<file path="src/pad_ctl_pkg.sv">
// Package for the pad state controller: CPU states, pad states, pin
// functions, register offsets and reset values.
// Assumes the power controller encodes the CPU state with cpu_state_t.
package pad_ctl_pkg;

   // CPU state as reported by the power controller
   typedef enum logic [2:0] {
      CPU_POR_RESET,   // Power-on or low-voltage reset
      CPU_PIN_RESET,   // External pin reset or post power-on init
      CPU_RUN,         // Run or sleep
      CPU_STOP,        // Timer, RTC or stop mode
      CPU_DEEP,        // Deep standby stop or RTC
      CPU_WAKE         // Run after deep standby wake-up
   } cpu_state_t;

   // Pad state per pin
   typedef enum logic [3:0] {
      blocked_input_state,
      open_input_state,
      pull_programmable_state,
      clock_input_state,
      live_control_state,
      pull_free_control_state,
      hold_open_state,
      hold_blocked_state,
      copy_hold_state,
      usb_owned_state,
      usb_off_state
   } pad_state_t;

   // Pin function codes, four bits per pin in the function register
   localparam int FUNC_W = 4;
   localparam logic [3:0] FN_GPIO = 4'h0;
   localparam logic [3:0] FN_PERIPH = 4'h1;
   localparam logic [3:0] FN_PULL_FREE = 4'h2;
   localparam logic [3:0] FN_OSC = 4'h3;
   localparam logic [3:0] FN_CLK_EXT = 4'h4;
   localparam logic [3:0] FN_USB = 4'h5;
   localparam logic [3:0] FN_DEBUG = 4'h6;
   localparam logic [3:0] FN_ANALOG = 4'h7;
   localparam logic [3:0] FN_WAKEUP = 4'h8;
   localparam logic [3:0] FN_WAKEUP_ZERO = 4'h9;
   localparam logic [3:0] FN_EXT_INT = 4'hA;

   // Register byte offsets
   localparam int ADDR_W = 5;
   localparam logic [4:0] OFS_FUNC_SEL = 5'h00;
   localparam logic [4:0] OFS_GPIO_OUT = 5'h04;
   localparam logic [4:0] OFS_GPIO_OE = 5'h08;
   localparam logic [4:0] OFS_PULLUP_CONTROL = 5'h0C;
   localparam logic [4:0] OFS_STANDBY_MODE_CONTROL = 5'h10;
   localparam logic [4:0] OFS_PIN_INPUT = 5'h14;
   localparam logic [4:0] OFS_CPU_STATUS = 5'h18;

   // Field positions in the standby mode control register
   localparam int BIT_STANDBY_PIN_LEVEL = 0;
   localparam int BIT_IO_HOLD_RELEASE = 1;

   // Reset values
   localparam logic [31:0] RST_FUNC_SEL = 32'h0000_0000;
   localparam logic [31:0] RST_ZERO = 32'h0000_0000;
   localparam logic RST_STANDBY_PIN_LEVEL = 1'b0;
   localparam logic RST_IO_HOLD_RELEASE = 1'b1;

endpackage : pad_ctl_pkg

</file>
<file path="src/pad_ctl.sv">
// Pad state controller: per pin output, output enable, pull-up and input
// gating chosen from the pin function and the CPU state.
// Assumes cpu_state, osc_running and the peripheral and USB drives come
// from logic on clk_sys; pad inputs come from pins and are synchronised.
// Notes on behaviour
// - Blocked input: tri-state, no pull-up, input 0
// - Open input: tri-state, no pull-up, pin passes
// - Pull-programmable: tri-state, pull-up from register, open
// - Clock input blocked unless oscillator runs
// - Live control: GPIO registers or peripheral drive output, register drives pull-up
// - Pull-free control: peripheral drives output, pull-up off
// - Hold open: frozen drives, input open
// - Hold blocked: frozen drives, input blocked
// - Copy hold: GPIO settings captured, input blocked
// - USB pins owned in run, tri-stated otherwise
// - Stop modes: hold or block by pin level
// - Deep standby: GPIO hold-blocked, peripheral and interrupt functions copy-hold, or block by level
// - After wake, hold while release bit is 1
// - Power-on reset blocks; pin reset opens input
// - Reset pin: input, pull-up on, never blocked
// - Boot pin: input, no pull-up, never blocked
// - Pin reset sets debug pull-up bit to 1
// - Oscillator pins tri-stated, no pull-up, input 0
// - Analog pins: digital side blocked, analog active
// - Wake-up pins pull-programmable from run onward
// - Interrupt pins pull-programmable, deep copy-hold or blocked
// - Wake-up-0 pin pull-programmable from run onward
//
// Added by the designer: the register offsets and the Avalon-MM interface to the registers.
`timescale 1ns/1ps
module pad_ctl #(
   parameter int PIN_COUNT = 8   // At most 8 pins fit one register word
) (
   // Clock, reset and enable
   input wire logic clk_sys,
   input wire logic rst,
   input wire logic ce,
   // Avalon-MM slave
   input wire logic [pad_ctl_pkg::ADDR_W-1:0] address,
   input wire logic read,
   input wire logic write,
   input wire logic [31:0] writedata,
   input wire logic [3:0] byteenable,
   output logic [31:0] readdata,
   output logic waitrequest,
   // System state
   input wire pad_ctl_pkg::cpu_state_t cpu_state,
   input wire logic osc_running,
   // Peripheral and USB drive requests
   input wire logic [PIN_COUNT-1:0] periph_out,
   input wire logic [PIN_COUNT-1:0] periph_oe,
   input wire logic [PIN_COUNT-1:0] usb_out,
   input wire logic [PIN_COUNT-1:0] usb_oe,
   // Pads
   input wire logic [PIN_COUNT-1:0] pad_in,
   output logic [PIN_COUNT-1:0] pad_out,
   output logic [PIN_COUNT-1:0] pad_oe,
   output logic [PIN_COUNT-1:0] pad_pullup,
   output logic [PIN_COUNT-1:0] analog_en,
   // Internal input values
   output logic [PIN_COUNT-1:0] pin_value,
   // Dedicated reset and boot pins
   input wire logic external_reset_pin,
   input wire logic boot_mode_pin,
   output logic external_reset_level,
   output logic external_reset_pullup,
   output logic boot_mode_level,
   output logic boot_mode_pullup
);

   // Merge write data into a word under byte enables
   function automatic logic [31:0] merge_bytes(input logic [31:0] old_val,
                                               input logic [31:0] new_val,
                                               input logic [3:0] be);
      logic [31:0] res;
      res = old_val;
      for (int b = 0; b < 4; b++) begin
         if (be[b]) begin
            res[b*8 +: 8] = new_val[b*8 +: 8];
         end
      end
      return res;
   endfunction : merge_bytes

   // Pad state from pin function, CPU state and standby controls
   function automatic pad_ctl_pkg::pad_state_t pick_state(input logic [3:0] fn,
         input pad_ctl_pkg::cpu_state_t cs, input logic standby_pin_level, input logic hold_rel);
      pad_ctl_pkg::pad_state_t st;
      st = pad_ctl_pkg::blocked_input_state;
      unique case (cs)
         pad_ctl_pkg::CPU_POR_RESET: st = pad_ctl_pkg::blocked_input_state;
         pad_ctl_pkg::CPU_PIN_RESET: begin
            st = (fn == pad_ctl_pkg::FN_DEBUG) ? pad_ctl_pkg::pull_programmable_state
                                               : pad_ctl_pkg::open_input_state;
         end
         default: begin
            unique case (fn)
               pad_ctl_pkg::FN_OSC, pad_ctl_pkg::FN_ANALOG: begin
                  st = pad_ctl_pkg::blocked_input_state;
               end
               pad_ctl_pkg::FN_CLK_EXT: begin
                  st = (cs == pad_ctl_pkg::CPU_RUN || cs == pad_ctl_pkg::CPU_STOP)
                     ? pad_ctl_pkg::clock_input_state : pad_ctl_pkg::blocked_input_state;
               end
               pad_ctl_pkg::FN_USB: begin
                  st = (cs == pad_ctl_pkg::CPU_RUN) ? pad_ctl_pkg::usb_owned_state
                                                    : pad_ctl_pkg::usb_off_state;
               end
               pad_ctl_pkg::FN_PULL_FREE: st = pad_ctl_pkg::pull_free_control_state;
               pad_ctl_pkg::FN_DEBUG: begin
                  st = (cs == pad_ctl_pkg::CPU_RUN) ? pad_ctl_pkg::live_control_state
                                                    : pad_ctl_pkg::pull_programmable_state;
               end
               pad_ctl_pkg::FN_WAKEUP, pad_ctl_pkg::FN_WAKEUP_ZERO: begin
                  st = pad_ctl_pkg::pull_programmable_state;
               end
               pad_ctl_pkg::FN_EXT_INT: begin
                  if (cs == pad_ctl_pkg::CPU_DEEP) begin
                     st = standby_pin_level ? pad_ctl_pkg::blocked_input_state
                              : pad_ctl_pkg::copy_hold_state;
                  end else if (cs == pad_ctl_pkg::CPU_WAKE && hold_rel) begin
                     st = pad_ctl_pkg::copy_hold_state;
                  end else begin
                     st = pad_ctl_pkg::pull_programmable_state;
                  end
               end
               default: begin
                  // GPIO and other peripheral functions
                  if (cs == pad_ctl_pkg::CPU_RUN ||
                      (cs == pad_ctl_pkg::CPU_WAKE && !hold_rel)) begin
                     st = pad_ctl_pkg::live_control_state;
                  end else if (cs == pad_ctl_pkg::CPU_STOP) begin
                     st = standby_pin_level ? pad_ctl_pkg::blocked_input_state
                              : pad_ctl_pkg::hold_open_state;
                  end else if (cs == pad_ctl_pkg::CPU_DEEP && standby_pin_level) begin
                     st = pad_ctl_pkg::blocked_input_state;
                  end else if (fn == pad_ctl_pkg::FN_GPIO) begin
                     st = pad_ctl_pkg::hold_blocked_state;
                  end else begin
                     st = pad_ctl_pkg::copy_hold_state;
                  end
               end
            endcase
         end
      endcase
      return st;
   endfunction : pick_state

   // Software registers
   logic [31:0] func_sel_reg;
   logic [PIN_COUNT-1:0] gpio_out_reg;
   logic [PIN_COUNT-1:0] gpio_oe_reg;
   logic [PIN_COUNT-1:0] pullup_reg;
   logic [PIN_COUNT-1:0] pullup_next;
   logic standby_pin_level_reg;
   logic io_hold_release_reg;
   logic io_hold_release_next;
   // Bus answer flops
   logic waitrequest_reg;
   logic [31:0] readdata_reg;
   // Previous CPU state and low-power latches
   pad_ctl_pkg::cpu_state_t prev_state_reg;
   logic [PIN_COUNT-1:0] hold_out_reg;
   logic [PIN_COUNT-1:0] hold_oe_reg;
   logic [PIN_COUNT-1:0] hold_pu_reg;
   logic [PIN_COUNT-1:0] copy_out_reg;
   logic [PIN_COUNT-1:0] copy_oe_reg;
   logic [PIN_COUNT-1:0] copy_pu_reg;
   // Pin synchronisers
   logic [PIN_COUNT-1:0] pad_meta_reg;
   logic [PIN_COUNT-1:0] pad_sync_reg;
   logic [1:0] ded_meta_reg;
   logic [1:0] ded_sync_reg;
   // Pad output flops
   logic [PIN_COUNT-1:0] pad_out_reg;
   logic [PIN_COUNT-1:0] pad_oe_reg;
   logic [PIN_COUNT-1:0] pad_pullup_reg;
   logic [PIN_COUNT-1:0] analog_en_reg;
   logic [PIN_COUNT-1:0] pin_value_reg;
   logic external_reset_level_reg;
   logic boot_mode_level_reg;
   // Combinational pad values
   logic [PIN_COUNT-1:0] pad_out_next;
   logic [PIN_COUNT-1:0] pad_oe_next;
   logic [PIN_COUNT-1:0] pad_pullup_next;
   logic [PIN_COUNT-1:0] pin_value_next;
   logic [PIN_COUNT-1:0] analog_en_next;
   logic [PIN_COUNT-1:0] live_out;
   logic [PIN_COUNT-1:0] live_oe;

   // Bus decode
   wire logic bus_req = read || write;
   wire logic wr_take = ce && write && !waitrequest_reg;
   wire logic wr_func = wr_take && address == pad_ctl_pkg::OFS_FUNC_SEL;
   wire logic wr_out = wr_take && address == pad_ctl_pkg::OFS_GPIO_OUT;
   wire logic wr_oe = wr_take && address == pad_ctl_pkg::OFS_GPIO_OE;
   wire logic wr_pu = wr_take && address == pad_ctl_pkg::OFS_PULLUP_CONTROL;
   wire logic wr_stb = wr_take && address == pad_ctl_pkg::OFS_STANDBY_MODE_CONTROL;
   wire logic [31:0] stb_word = {30'h0000_0000, io_hold_release_reg, standby_pin_level_reg};
   wire logic [31:0] stb_merged = merge_bytes(stb_word, writedata, byteenable);
   wire logic [31:0] rd_mux =
      (address == pad_ctl_pkg::OFS_FUNC_SEL) ? func_sel_reg :
      (address == pad_ctl_pkg::OFS_GPIO_OUT) ? 32'(gpio_out_reg) :
      (address == pad_ctl_pkg::OFS_GPIO_OE) ? 32'(gpio_oe_reg) :
      (address == pad_ctl_pkg::OFS_PULLUP_CONTROL) ? 32'(pullup_reg) :
      (address == pad_ctl_pkg::OFS_STANDBY_MODE_CONTROL) ? stb_word :
      (address == pad_ctl_pkg::OFS_PIN_INPUT) ? 32'(pin_value_reg) :
      (address == pad_ctl_pkg::OFS_CPU_STATUS) ? 32'(prev_state_reg) : 32'h0000_0000;

   // Low-power entry from run, and which states are low power
   wire logic is_low_power = cpu_state == pad_ctl_pkg::CPU_STOP ||
                             cpu_state == pad_ctl_pkg::CPU_DEEP;
   wire logic lp_entry = is_low_power && prev_state_reg == pad_ctl_pkg::CPU_RUN;
   wire logic pin_reset = cpu_state == pad_ctl_pkg::CPU_PIN_RESET;

   // Per pin: live drives, pad state and resulting pad values
   always_comb begin
      pad_ctl_pkg::pad_state_t st;
      logic [3:0] fn;
      logic hout;
      logic hoe;
      logic hpu;
      st = pad_ctl_pkg::blocked_input_state;
      fn = 4'h0;
      hout = 1'b0;
      hoe = 1'b0;
      hpu = 1'b0;
      pullup_next = pullup_reg;
      for (int i = 0; i < PIN_COUNT; i++) begin
         fn = func_sel_reg[i*pad_ctl_pkg::FUNC_W +: pad_ctl_pkg::FUNC_W];
         // GPIO drives from registers, others from the peripheral
         live_out[i] = (fn == pad_ctl_pkg::FN_GPIO) ? gpio_out_reg[i] : periph_out[i];
         live_oe[i] = (fn == pad_ctl_pkg::FN_GPIO) ? gpio_oe_reg[i] : periph_oe[i];
         st = pick_state(fn, cpu_state, standby_pin_level_reg, io_hold_release_reg);
         // On the entry edge the latch is still loading, so use live values
         hout = lp_entry ? live_out[i] : hold_out_reg[i];
         hoe = lp_entry ? live_oe[i] : hold_oe_reg[i];
         hpu = lp_entry ? pullup_reg[i] : hold_pu_reg[i];
         pad_out_next[i] = 1'b0;
         pad_oe_next[i] = 1'b0;
         pad_pullup_next[i] = 1'b0;
         pin_value_next[i] = pad_sync_reg[i];
         analog_en_next[i] = fn == pad_ctl_pkg::FN_ANALOG;
         unique case (st)
            pad_ctl_pkg::blocked_input_state: pin_value_next[i] = 1'b0;
            pad_ctl_pkg::open_input_state: pin_value_next[i] = pad_sync_reg[i];
            pad_ctl_pkg::pull_programmable_state: pad_pullup_next[i] = pullup_reg[i];
            pad_ctl_pkg::clock_input_state: begin
               pin_value_next[i] = osc_running && pad_sync_reg[i];
            end
            pad_ctl_pkg::live_control_state: begin
               pad_out_next[i] = live_out[i];
               pad_oe_next[i] = live_oe[i];
               pad_pullup_next[i] = pullup_reg[i];
            end
            pad_ctl_pkg::pull_free_control_state: begin
               pad_out_next[i] = live_out[i];
               pad_oe_next[i] = live_oe[i];
            end
            pad_ctl_pkg::hold_open_state: begin
               pad_out_next[i] = hout;
               pad_oe_next[i] = hoe;
               pad_pullup_next[i] = hpu;
            end
            pad_ctl_pkg::hold_blocked_state: begin
               pad_out_next[i] = hout;
               pad_oe_next[i] = hoe;
               pad_pullup_next[i] = hpu;
               pin_value_next[i] = 1'b0;
            end
            pad_ctl_pkg::copy_hold_state: begin
               pad_out_next[i] = lp_entry ? gpio_out_reg[i] : copy_out_reg[i];
               pad_oe_next[i] = lp_entry ? gpio_oe_reg[i] : copy_oe_reg[i];
               pad_pullup_next[i] = lp_entry ? pullup_reg[i] : copy_pu_reg[i];
               pin_value_next[i] = 1'b0;
            end
            pad_ctl_pkg::usb_owned_state: begin
               pad_out_next[i] = usb_out[i];
               pad_oe_next[i] = usb_oe[i];
            end
            pad_ctl_pkg::usb_off_state: pin_value_next[i] = 1'b0;
         endcase
         // Pin reset puts the debug pin pull-up bit at 1
         if (pin_reset && fn == pad_ctl_pkg::FN_DEBUG) begin
            pullup_next[i] = 1'b1;
         end else if (wr_pu && byteenable[0]) begin
            pullup_next[i] = writedata[i];
         end
      end
   end

   // Hardware sets the hold bit in every deep standby cycle; the set beats a write of 0
   always_comb begin
      io_hold_release_next = io_hold_release_reg;
      if (wr_stb) begin
         io_hold_release_next = stb_merged[pad_ctl_pkg::BIT_IO_HOLD_RELEASE];
      end
      if (cpu_state == pad_ctl_pkg::CPU_DEEP) begin
         io_hold_release_next = 1'b1;
      end
   end

   // Bus slave: one wait cycle, then a one-cycle answer
   always_ff @(posedge clk_sys) begin
      if (rst) begin
         waitrequest_reg <= 1'b1;
         readdata_reg <= pad_ctl_pkg::RST_ZERO;
      end else if (ce) begin
         waitrequest_reg <= !(bus_req && waitrequest_reg);
         readdata_reg <= rd_mux;
      end
   end

   // Software registers
   always_ff @(posedge clk_sys) begin
      if (rst) begin
         func_sel_reg <= pad_ctl_pkg::RST_FUNC_SEL;
         gpio_out_reg <= '0;
         gpio_oe_reg <= '0;
         pullup_reg <= '0;
         standby_pin_level_reg <= pad_ctl_pkg::RST_STANDBY_PIN_LEVEL;
         io_hold_release_reg <= pad_ctl_pkg::RST_IO_HOLD_RELEASE;
      end else if (ce) begin
         if (wr_func) begin
            func_sel_reg <= merge_bytes(func_sel_reg, writedata, byteenable);
         end
         if (wr_out && byteenable[0]) begin
            gpio_out_reg <= writedata[PIN_COUNT-1:0];
         end
         if (wr_oe && byteenable[0]) begin
            gpio_oe_reg <= writedata[PIN_COUNT-1:0];
         end
         if (wr_stb) begin
            standby_pin_level_reg <= stb_merged[pad_ctl_pkg::BIT_STANDBY_PIN_LEVEL];
         end
         pullup_reg <= pullup_next;
         io_hold_release_reg <= io_hold_release_next;
      end
   end

   // Latch drives and GPIO settings on entry to low power
   always_ff @(posedge clk_sys) begin
      if (rst) begin
         prev_state_reg <= pad_ctl_pkg::CPU_POR_RESET;
         hold_out_reg <= '0;
         hold_oe_reg <= '0;
         hold_pu_reg <= '0;
         copy_out_reg <= '0;
         copy_oe_reg <= '0;
         copy_pu_reg <= '0;
      end else if (ce) begin
         prev_state_reg <= cpu_state;
         if (lp_entry) begin
            hold_out_reg <= live_out;
            hold_oe_reg <= live_oe;
            hold_pu_reg <= pullup_reg;
            copy_out_reg <= gpio_out_reg;
            copy_oe_reg <= gpio_oe_reg;
            copy_pu_reg <= pullup_reg;
         end
      end
   end

   // Pin synchronisers and registered pad outputs
   always_ff @(posedge clk_sys) begin
      if (rst) begin
         pad_meta_reg <= '0;
         pad_sync_reg <= '0;
         ded_meta_reg <= 2'h0;
         ded_sync_reg <= 2'h0;
         pad_out_reg <= '0;
         pad_oe_reg <= '0;
         pad_pullup_reg <= '0;
         analog_en_reg <= '0;
         pin_value_reg <= '0;
         external_reset_level_reg <= 1'b1;
         boot_mode_level_reg <= 1'b0;
      end else if (ce) begin
         pad_meta_reg <= pad_in;
         pad_sync_reg <= pad_meta_reg;
         ded_meta_reg <= {boot_mode_pin, external_reset_pin};
         ded_sync_reg <= ded_meta_reg;
         pad_out_reg <= pad_out_next;
         pad_oe_reg <= pad_oe_next;
         pad_pullup_reg <= pad_pullup_next;
         analog_en_reg <= analog_en_next;
         pin_value_reg <= pin_value_next;
         external_reset_level_reg <= ded_sync_reg[0];
         boot_mode_level_reg <= ded_sync_reg[1];
      end
   end

   // Outputs
   assign readdata = readdata_reg;
   assign waitrequest = waitrequest_reg;
   assign pad_out = pad_out_reg;
   assign pad_oe = pad_oe_reg;
   assign pad_pullup = pad_pullup_reg;
   assign analog_en = analog_en_reg;
   assign pin_value = pin_value_reg;
   assign external_reset_level = external_reset_level_reg;
   assign boot_mode_level = boot_mode_level_reg;
   assign external_reset_pullup = 1'b1;
   assign boot_mode_pullup = 1'b0;

   // Checks on the bus answer
   bus_answer_a: assert property (@(posedge clk_sys) disable iff (rst)
      ce && bus_req && waitrequest |=> !waitrequest)
      else $error("bus request not answered next cycle");
   answer_pulse_a: assert property (@(posedge clk_sys) disable iff (rst)
      ce && !waitrequest |=> waitrequest)
      else $error("waitrequest low for more than one cycle");

   // Checks per pin
   for (genvar g = 0; g < PIN_COUNT; g++) begin : gen_chk
      wire logic [3:0] fn_g = func_sel_reg[g*pad_ctl_pkg::FUNC_W +: pad_ctl_pkg::FUNC_W];
      analog_block_a: assert property (@(posedge clk_sys) disable iff (rst)
         ce && fn_g == pad_ctl_pkg::FN_ANALOG |=> !pad_oe[g] && !pad_pullup[g]
         && !pin_value[g] && analog_en[g])
         else $error("analog pin digital side not blocked");
      usb_off_a: assert property (@(posedge clk_sys) disable iff (rst)
         ce && fn_g == pad_ctl_pkg::FN_USB && is_low_power |=> !pad_oe[g] && !pin_value[g])
         else $error("usb pin driven in low power");
      stop_block_a: assert property (@(posedge clk_sys) disable iff (rst)
         ce && fn_g == pad_ctl_pkg::FN_GPIO && cpu_state == pad_ctl_pkg::CPU_STOP
         && standby_pin_level_reg |=> !pad_oe[g] && !pad_pullup[g] && !pin_value[g])
         else $error("stop mode pin not blocked");
      hold_stable_a: assert property (@(posedge clk_sys) disable iff (rst)
         (ce && fn_g == pad_ctl_pkg::FN_GPIO && cpu_state == pad_ctl_pkg::CPU_STOP
         && !standby_pin_level_reg)[*2] |=> $stable(pad_out[g]) && $stable(pad_oe[g]))
         else $error("held pad drive changed");
      debug_pullup_a: assert property (@(posedge clk_sys) disable iff (rst)
         ce && pin_reset && fn_g == pad_ctl_pkg::FN_DEBUG |=> pullup_reg[g] ##1
         (!ce || pad_pullup[g] || cpu_state != pad_ctl_pkg::CPU_PIN_RESET
         || $past(cpu_state) != pad_ctl_pkg::CPU_PIN_RESET))
         else $error("debug pull-up not set by pin reset");
      wake_open_a: assert property (@(posedge clk_sys) disable iff (rst)
         ce && fn_g == pad_ctl_pkg::FN_WAKEUP && cpu_state == pad_ctl_pkg::CPU_DEEP
         |=> !pad_oe[g] && pin_value[g] == $past(pad_sync_reg[g]))
         else $error("wake-up pin input blocked");
   end : gen_chk

   // Dedicated pins never lose their pull-up setting
   reset_pullup_a: assert property (@(posedge clk_sys) disable iff (rst)
      external_reset_pullup && !boot_mode_pullup)
      else $error("dedicated pin pull-up wrong");

endmodule : pad_ctl

</file>
<file path="config.mk">
export PLATFORM = sky130hd
export DESIGN_NAME = pad_ctl
export DESIGN_NICKNAME = d
export VERILOG_FILES = /design/src/pad_ctl_pkg.sv /design/src/pad_ctl.sv
export SDC_FILE = /design/constraint.sdc
export NUM_CORES = 1
export LEC_CHECK = 0
export ABC_AREA = 1
export ABC_CLOCK_PERIOD_IN_PS = 3600
export BUFFER_PORTS_ARGS = -buffer_cell sky130_fd_sc_hd__buf_4
export CORE_ASPECT_RATIO = 1.2
export CORE_MARGIN = 4
export CORE_UTILIZATION = 63
export DETAILED_ROUTE_END_ITERATION = 8
export HOLD_SLACK_MARGIN = 0.08
export PLACE_DENSITY = 0.87
export REMOVE_ABC_BUFFERS = 1
export SYNTH_ARGS = -nofsm -noshare
export SYNTH_HDL_FRONTEND = slang
export SYNTH_SLANG_ARGS = --single-unit
</file>
<file path="constraint.sdc">
create_clock -name clk_sys -period 3.6 [get_ports clk_sys]
set_input_delay 0.36 -clock clk_sys [delete_from_list [all_inputs] [get_ports clk_sys]]
set_output_delay 0.36 -clock clk_sys [all_outputs]
set_load 0.03 [all_outputs]
</file>
==> results of run 1 <==
## logic make-up (layout without fill, tap and decap cells)
family                 after synthesis  in the layout
AND/OR/NAND/NOR                    926            926
flip-flops                         196            196
AO/OA/AOI/OAI                      439            439
buffers and inverters              284            399
other                                2              2
## metrics by stage
| stage | utilization | cell area [um^2] |
|---|---|---|
| 4_1_cts | 0.745 | 13100 |
| 3_5_place_dp | 0.713 | 12600 |
| 5_1_grt | 0.745 | 13100 |
| 2_1_floorplan | - | 10900 |
| 6_report | 0.745 | 13100 |
| 3_3_place_gp | 0.713 | 12600 |
## worst min path at each step
stage | start | end | slack, ns | cells after the start
floorplan | hold_oe_reg[1] | hold_oe_reg[1] | 0.43 | 2
global placement | hold_out_reg[4] | hold_out_reg[4] | 0.43 | 2
detailed placement | hold_out_reg[7] | hold_out_reg[7] | 0.44 | 2
CTS | pad_in[7] | pad_meta_reg[7] | 0.14 | 3
global route | pad_in[2] | pad_meta_reg[2] | 0.16 | 3
finish | pad_in[2] | pad_meta_reg[2] | 0.14 | 3
## worst min-delay path, delay by kind of cell
kind	cells	cell delay, ns
simple gates	2	0.11
buf+inv	1	0.08
## power by group through the flow
stage               sequential [mW]  combinational [mW]  clock (mW)
floorplan                      2.32               0.252           0
global placement               2.28               0.548           0
detailed placement             2.28               0.557           0
CTS                            2.23               0.561        1.83
global route                   2.24               0.620        1.91
finish                         2.23               0.572        1.83
## area by class of cell
class                   count  area share
well taps                 220      0.0210
clock buffers              20      0.0340
clock inverters            11     0.00810
inverters                 189      0.0542
flip-flops and latches    196       0.299
multi-input cells        1367       0.478
repair buffers            179       0.106
## per-layer routing
layer	share of wire	global-route usage
met1	0.39	0.436
met2	0.47	0.563
met3	0.095	0.0515
met4	0.039	0.145
met5	0	0
## cell usage in the layout (no fill, tap or decap), types with 2 or more instances in the layout
cell	instances
clkinv_2	2
clkinv_4	4
clkinvlp_4	3
nand3_1	153
conb_1	2
o41ai_1	2
clkinv_1	3
o221ai_1	9
inv_2	8
nor2_1	218
clkbuf_16	17
buf_12	4
buf_4	175
nor2_4	9
nor2_2	8
a21oi_2	2
dfxtp_1	196
nand4_1	25
nand2_1	470
a21oi_1	173
clkbuf_1	2
o2111ai_1	2
nand3b_1	5
o21ai_0	219
a21oi_4	2
nand3_2	11
inv_1	177
nor3_1	15
o21ai_2	5
a221oi_1	5
nand2_2	11
o21ai_1	18
==> flow_summary.json, run 1 <==
{
  "initial_core_util": 0.645,
  "synth_compound_area_frac": 0.204,
  "synthXorXnorAreaFrac": 0,
  "setup_ws_ns": 1.04,
  "finClkSkew_ns": 0.00674,
  "crit_chain": "buf_4 > inv_2 > nor2_4 > nand2_2 > o21ai_2 > nor2_1 > a21oi_2 > nand4_1 > nand3_1 > o21ai_1 > a21oi_1",
  "grt_pass1_wl_um": 55800,
  "crit_type": "in2reg",
  "synth_edf_count": 0,
  "critPathTopFamily": "simple AND/OR/NAND/NOR gates",
  "instances_no_fill": 2182,
  "cts_resized": 0,
  "synthSimpleGateAreaFrac": 0.348,
  "place_hpwl_um": 23600,
  "seq_area_frac_synth": 0.345,
  "synth_fa_ha_area_frac": 0,
  "pwr-share-comb": 0.123,
  "placed_cells": 2151,
  "dr.pass1.iters": 8,
  "clock_power_share": 0.395,
  "synthArstFlopShare": 0,
  "worst_r2r_path_depth": 12,
  "cp.required_ns": 3.96,
  "synth.area.mux_share": 0,
  "synth_area_um2": 11400,
  "worst-path-buf-inv": 2,
  "rrSetupSlack_ns": 1.10,
  "setup_viol_count_final": 0,
  "cts_tree": "yes",
  "multi_input_area_um2": 6280,
  "cts.hold.buffers_added": 0,
  "cp_num_cells": 11,
  "synth_area_leaders": "dfxtp_1, nand2_1, o21ai_0",
  "antenna_found_initial": 0,
  "cts_buffer_depth": 2,
  "ys_seq_elements": 196,
  "cts.sinks": 196,
  "die_area_um2": 20300,
  "synth.most_common_cell": "nand2_1",
  "internal-power_mw": 3.38,
  "drive_gt1_frac": 0.135,
  "power_mw": 4.64,
  "rsz0062_at_grt": "false",
  "slowest_stage": "o21ai_2",
  "avgRoutedWirePerCell_um": 16.3,
  "core-area_um2": 17600,
  "grt_max_degree": 154,
  "hold_viol": 0,
  "worstMarginPinSlew_ns": 0.963,
  "netSwitchingFraction": 0.272,
  "vias_per_cell": 5.89,
  "endpoint": "pad_oe[5]",
  "outcome": "finished clean",
  "worstReg2RegEnd": "pad_out[7]",
  "path_clk_slew_ns": 0.07,
  "vias": 12853,
  "hp-class": "in2reg",
  "yosysTopAreaCellShare": 0.345,
  "crit-reg2reg-launch": "standby_pin_level_reg",
  "die_h_um": 155,
  "slew_headroom": 0.357,
  "timing.fmax_mhz": 391,
  "synth_top_family_by_area": "simple AND/OR/NAND/NOR gates",
  "cp-end-kind": "flop",
  "cts_root_buf": "clkbuf_16",
  "antenna_cells": 0,
  "fin_nets": 2042,
  "drt-total-wl_um": 35500,
  "ios": 169,
  "ys.flop_type": "dfxtp_1",
  "p_leak_nw": 5.67,
  "fin_crit_sh": 0.711,
  "arrival_ns": 2.92,
  "first_iter_violations": 1381,
  "cp-startpoint": "cpu_state[1]",
  "place.gp.congestion": 1.00,
  "worst_setup_path_start_kind": "primary input",
  "ys_types": 34,
  "cts_buffers": 17,
  "syn_inst": 1847,
  "ys_warn_count": 0,
  "clkLatencyLatePin_ns": 0.44,
  "ant_nets": 0,
  "drc_errors": 0,
  "final-max-slew-violation-count": 0,
  "synth_common_cells": "nand2_1, o21ai_0, nor2_1",
  "seqCellArea_um2": 3920,
  "power.density_nw_per_um2": 353,
  "row_count": 53,
  "tns_ns": 0,
  "die_x_um": 131,
  "portBuffers": 166,
  "grt_pass1_vias": 11607,
  "fin_crit_ns": 2.56,
  "gr-total-overflow": 0,
  "peakVddDrop_mv": 0.374,
  "syn_avg_cell_area_um2": 6.16,
  "htree_levels": 4,
  "hold_ws_ns": 0.143,
  "power_frac_seq": 0.482,
  "yosysTopAreaCell": "dfxtp_1",
  "critPathMaxFanout": 14,
  "place_ws_ns": 0.740,
  "areaGrowthSynthToFinish_pct": 15.5,
  "fillers": 1552,
  "postCtsSetupBuffers": 0,
  "grt_usage": 0.339,
  "netSwitchingPower_mw": 1.26,
  "slowest_delay_ns": 0.50,
  "maxCapViolations": 0
}
Power figures use the tool's default switching activity.
==> run 2, diff against run 1 <==
ABC_CLOCK_PERIOD_IN_PS = 2500   (was 3600)
CORE_UTILIZATION = 58   (was 63)
PLACE_DENSITY = 0.81   (was 0.87)
clock period = 2.5 ns   (was 3.6 ns; I/O delays follow)
==> flow_summary.json, run 2 (synthesized netlist as in run 1, its figures left out) <==
{
  "outcome": "finished clean",
  "place_hpwl_um": 25700,
  "cp.required_ns": 2.85,
  "cts_buffer_depth": 2,
  "clkLatencyLatePin_ns": 0.45,
  "internal-power_mw": 4.81,
  "row_count": 55,
  "critPathMaxFanout": 6,
  "slew_headroom": 0.395,
  "finClkSkew_ns": 0.0107,
  "core-area_um2": 19100,
  "worstMarginPinSlew_ns": 0.908,
  "seqCellArea_um2": 3920,
  "final-max-slew-violation-count": 0,
  "cts_root_buf": "clkbuf_16",
  "gr-total-overflow": 0,
  "antenna_cells": 0,
  "pwr-share-comb": 0.126,
  "stdcell_area_um2": 13500,
  "grt_pass1_wl_um": 59900,
  "drt-total-wl_um": 37300,
  "layout_commonest_cell": "nand2_1",
  "die_h_um": 161,
  "htree_levels": 4,
  "vias": 12864,
  "slowest_delay_ns": 0.43,
  "ios": 169,
  "antenna_found_initial": 0,
  "multi_input_area_um2": 6280,
  "postPlaceCellArea_um2": 12800,
  "worst_setup_path_start_kind": "flop",
  "drive_gt1_frac": 0.145,
  "timing.fmax_mhz": 450,
  "cts_resized": 0,
  "path_clk_slew_ns": 0.08,
  "fin_crit_ns": 2.22,
  "netSwitchingPower_mw": 1.97,
  "p_leak_nw": 5.83,
  "grt_usage": 0.337,
  "crit_type": "reg2reg",
  "netSwitchingFraction": 0.290,
  "crit-reg2reg-launch": "func_sel_reg[18]",
  "portBuffers": 166,
  "vias_per_cell": 5.71,
  "place.gp.congestion": 0.959,
  "ant_nets": 0,
  "cts_tree": "yes",
  "initial_core_util": 0.597,
  "die_x_um": 136,
  "first_iter_violations": 1052,
  "drc_errors": 0,
  "power.density_nw_per_um2": 503,
  "cts_buffers": 17,
  "crit_chain": "inv_1 > nor2_1 > nand2_1 > nor2_1 > nor2_1 > nand2_1 > nand2_1 > o21ai_0 > nor2_1 > o21ai_0 > nand3_1 > nand2_1 > inv_1",
  "hold_viol": 0,
  "dr.pass1.iters": 7,
  "slowest_stage": "dfxtp_1",
  "hp-class": "in2reg",
  "cts.sinks": 196,
  "instances_no_fill": 2253,
  "fillers": 1741,
  "cp-end-kind": "flop",
  "final_cell_mix": "nand2_1, o21ai_0, nor2_1",
  "grt_max_degree": 115,
  "fin_nets": 2076,
  "avgRoutedWirePerCell_um": 16.5,
  "die_area_um2": 21900,
  "cp-startpoint": "func_sel_reg[18]",
  "min-delay-start": "writedata[10]",
  "maxCapViolations": 0,
  "power_frac_seq": 0.475,
  "clock_power_share": 0.399,
  "fin_crit_sh": 0.888,
  "critPathTopFamily": "simple AND/OR/NAND/NOR gates",
  "rsz0062_at_grt": "false",
  "peakVddDrop_mv": 0.515,
  "setup_viol_count_final": 0,
  "grt_pass1_vias": 12150,
  "placed_cells": 2209,
  "arrival_ns": 2.57,
  "worst-path-buf-inv": 2,
  "areaGrowthSynthToFinish_pct": 18.3
}
run 2: cell count changes in the layout (fill, tap and decap cells not counted), moves of 2 or more:
cell | previous run | this run
buf_4 | 175 | 199
clkinv_4 | 4 | 1
clkbuf_1 | 2 | 0
dlygate4sd3_1 | 0 | 12
buf_12 | 4 | 2
inv_6 | 1 | 5
inv_8 | 0 | 4
run 2: cell type report:
type                    instances  share of cell area
clock buffers                  17              0.0316
clock inverters                15              0.0103
inverters                     189              0.0529
multi-input cells            1367               0.467
flip-flops and latches        196               0.292
well taps                     256              0.0238
repair buffers                213               0.123
run 2: power groups by stage:
stage	combinational (mW)	sequential, mW	clock, mW
5_1_grt	0.933	3.22	2.85
3_3_place_gp	0.811	3.29	0
2_1_floorplan	0.363	3.34	0
6_report	0.854	3.22	2.70
3_5_place_dp	0.820	3.29	0
4_1_cts	0.839	3.22	2.71
run 2: worst paths after layout:
| kind | end | slack, ns | cells past startpoint |
|---|---|---|---|
| worst min-delay path | func_sel_reg[10] | 0.08 | 3 |
| worst min register to register | hold_out_reg[0] | 0.45 | 2 |
| worst max register to register | pad_pullup[4] | 0.28 | 13 |
| worst max-delay path | pad_pullup[4] | 0.28 | 13 |
run 2: per-layer routing:
layer	wire length (um)	up-vias	global-route usage
li1	-	6301	-
met1	14900	5838	0.425
met2	17700	596	0.574
met3	3280	129	0.0545
met4	1380	0	0.130
met5	0	-	0
run 2: worst min-delay path, cell delays in order:
cell     delay (ns)
buf_4          0.08
o21ai_0        0.07
a21oi_1        0.10
run 2: repair_timing:
action,in CTS,in global routing
buffers inserted,0,0
hold buffers,12,0
setup endpoints to repair,0,0
hold endpoints to repair,12,0
run 2: stage by stage:
| stage | setup WS [ns] | total power, mW | hold slack (ns) | setup TNS, ns | util |
|---|---|---|---|---|---|
| after floorplan | -0.958 | 3.70 | 0.319 | -36.09 | - |
| after global placement | 0.285 | 4.10 | 0.435 | 0 | 0.670 |
| after detailed placement | 0.245 | 4.11 | 0.440 | 0 | 0.670 |
| after CTS | 0.301 | 6.76 | 0.0807 | 0 | 0.706 |
| after global routing | 0.0180 | 7.01 | 0.0832 | 0 | 0.706 |
| final | 0.280 | 6.77 | 0.0751 | 0 | 0.706 |
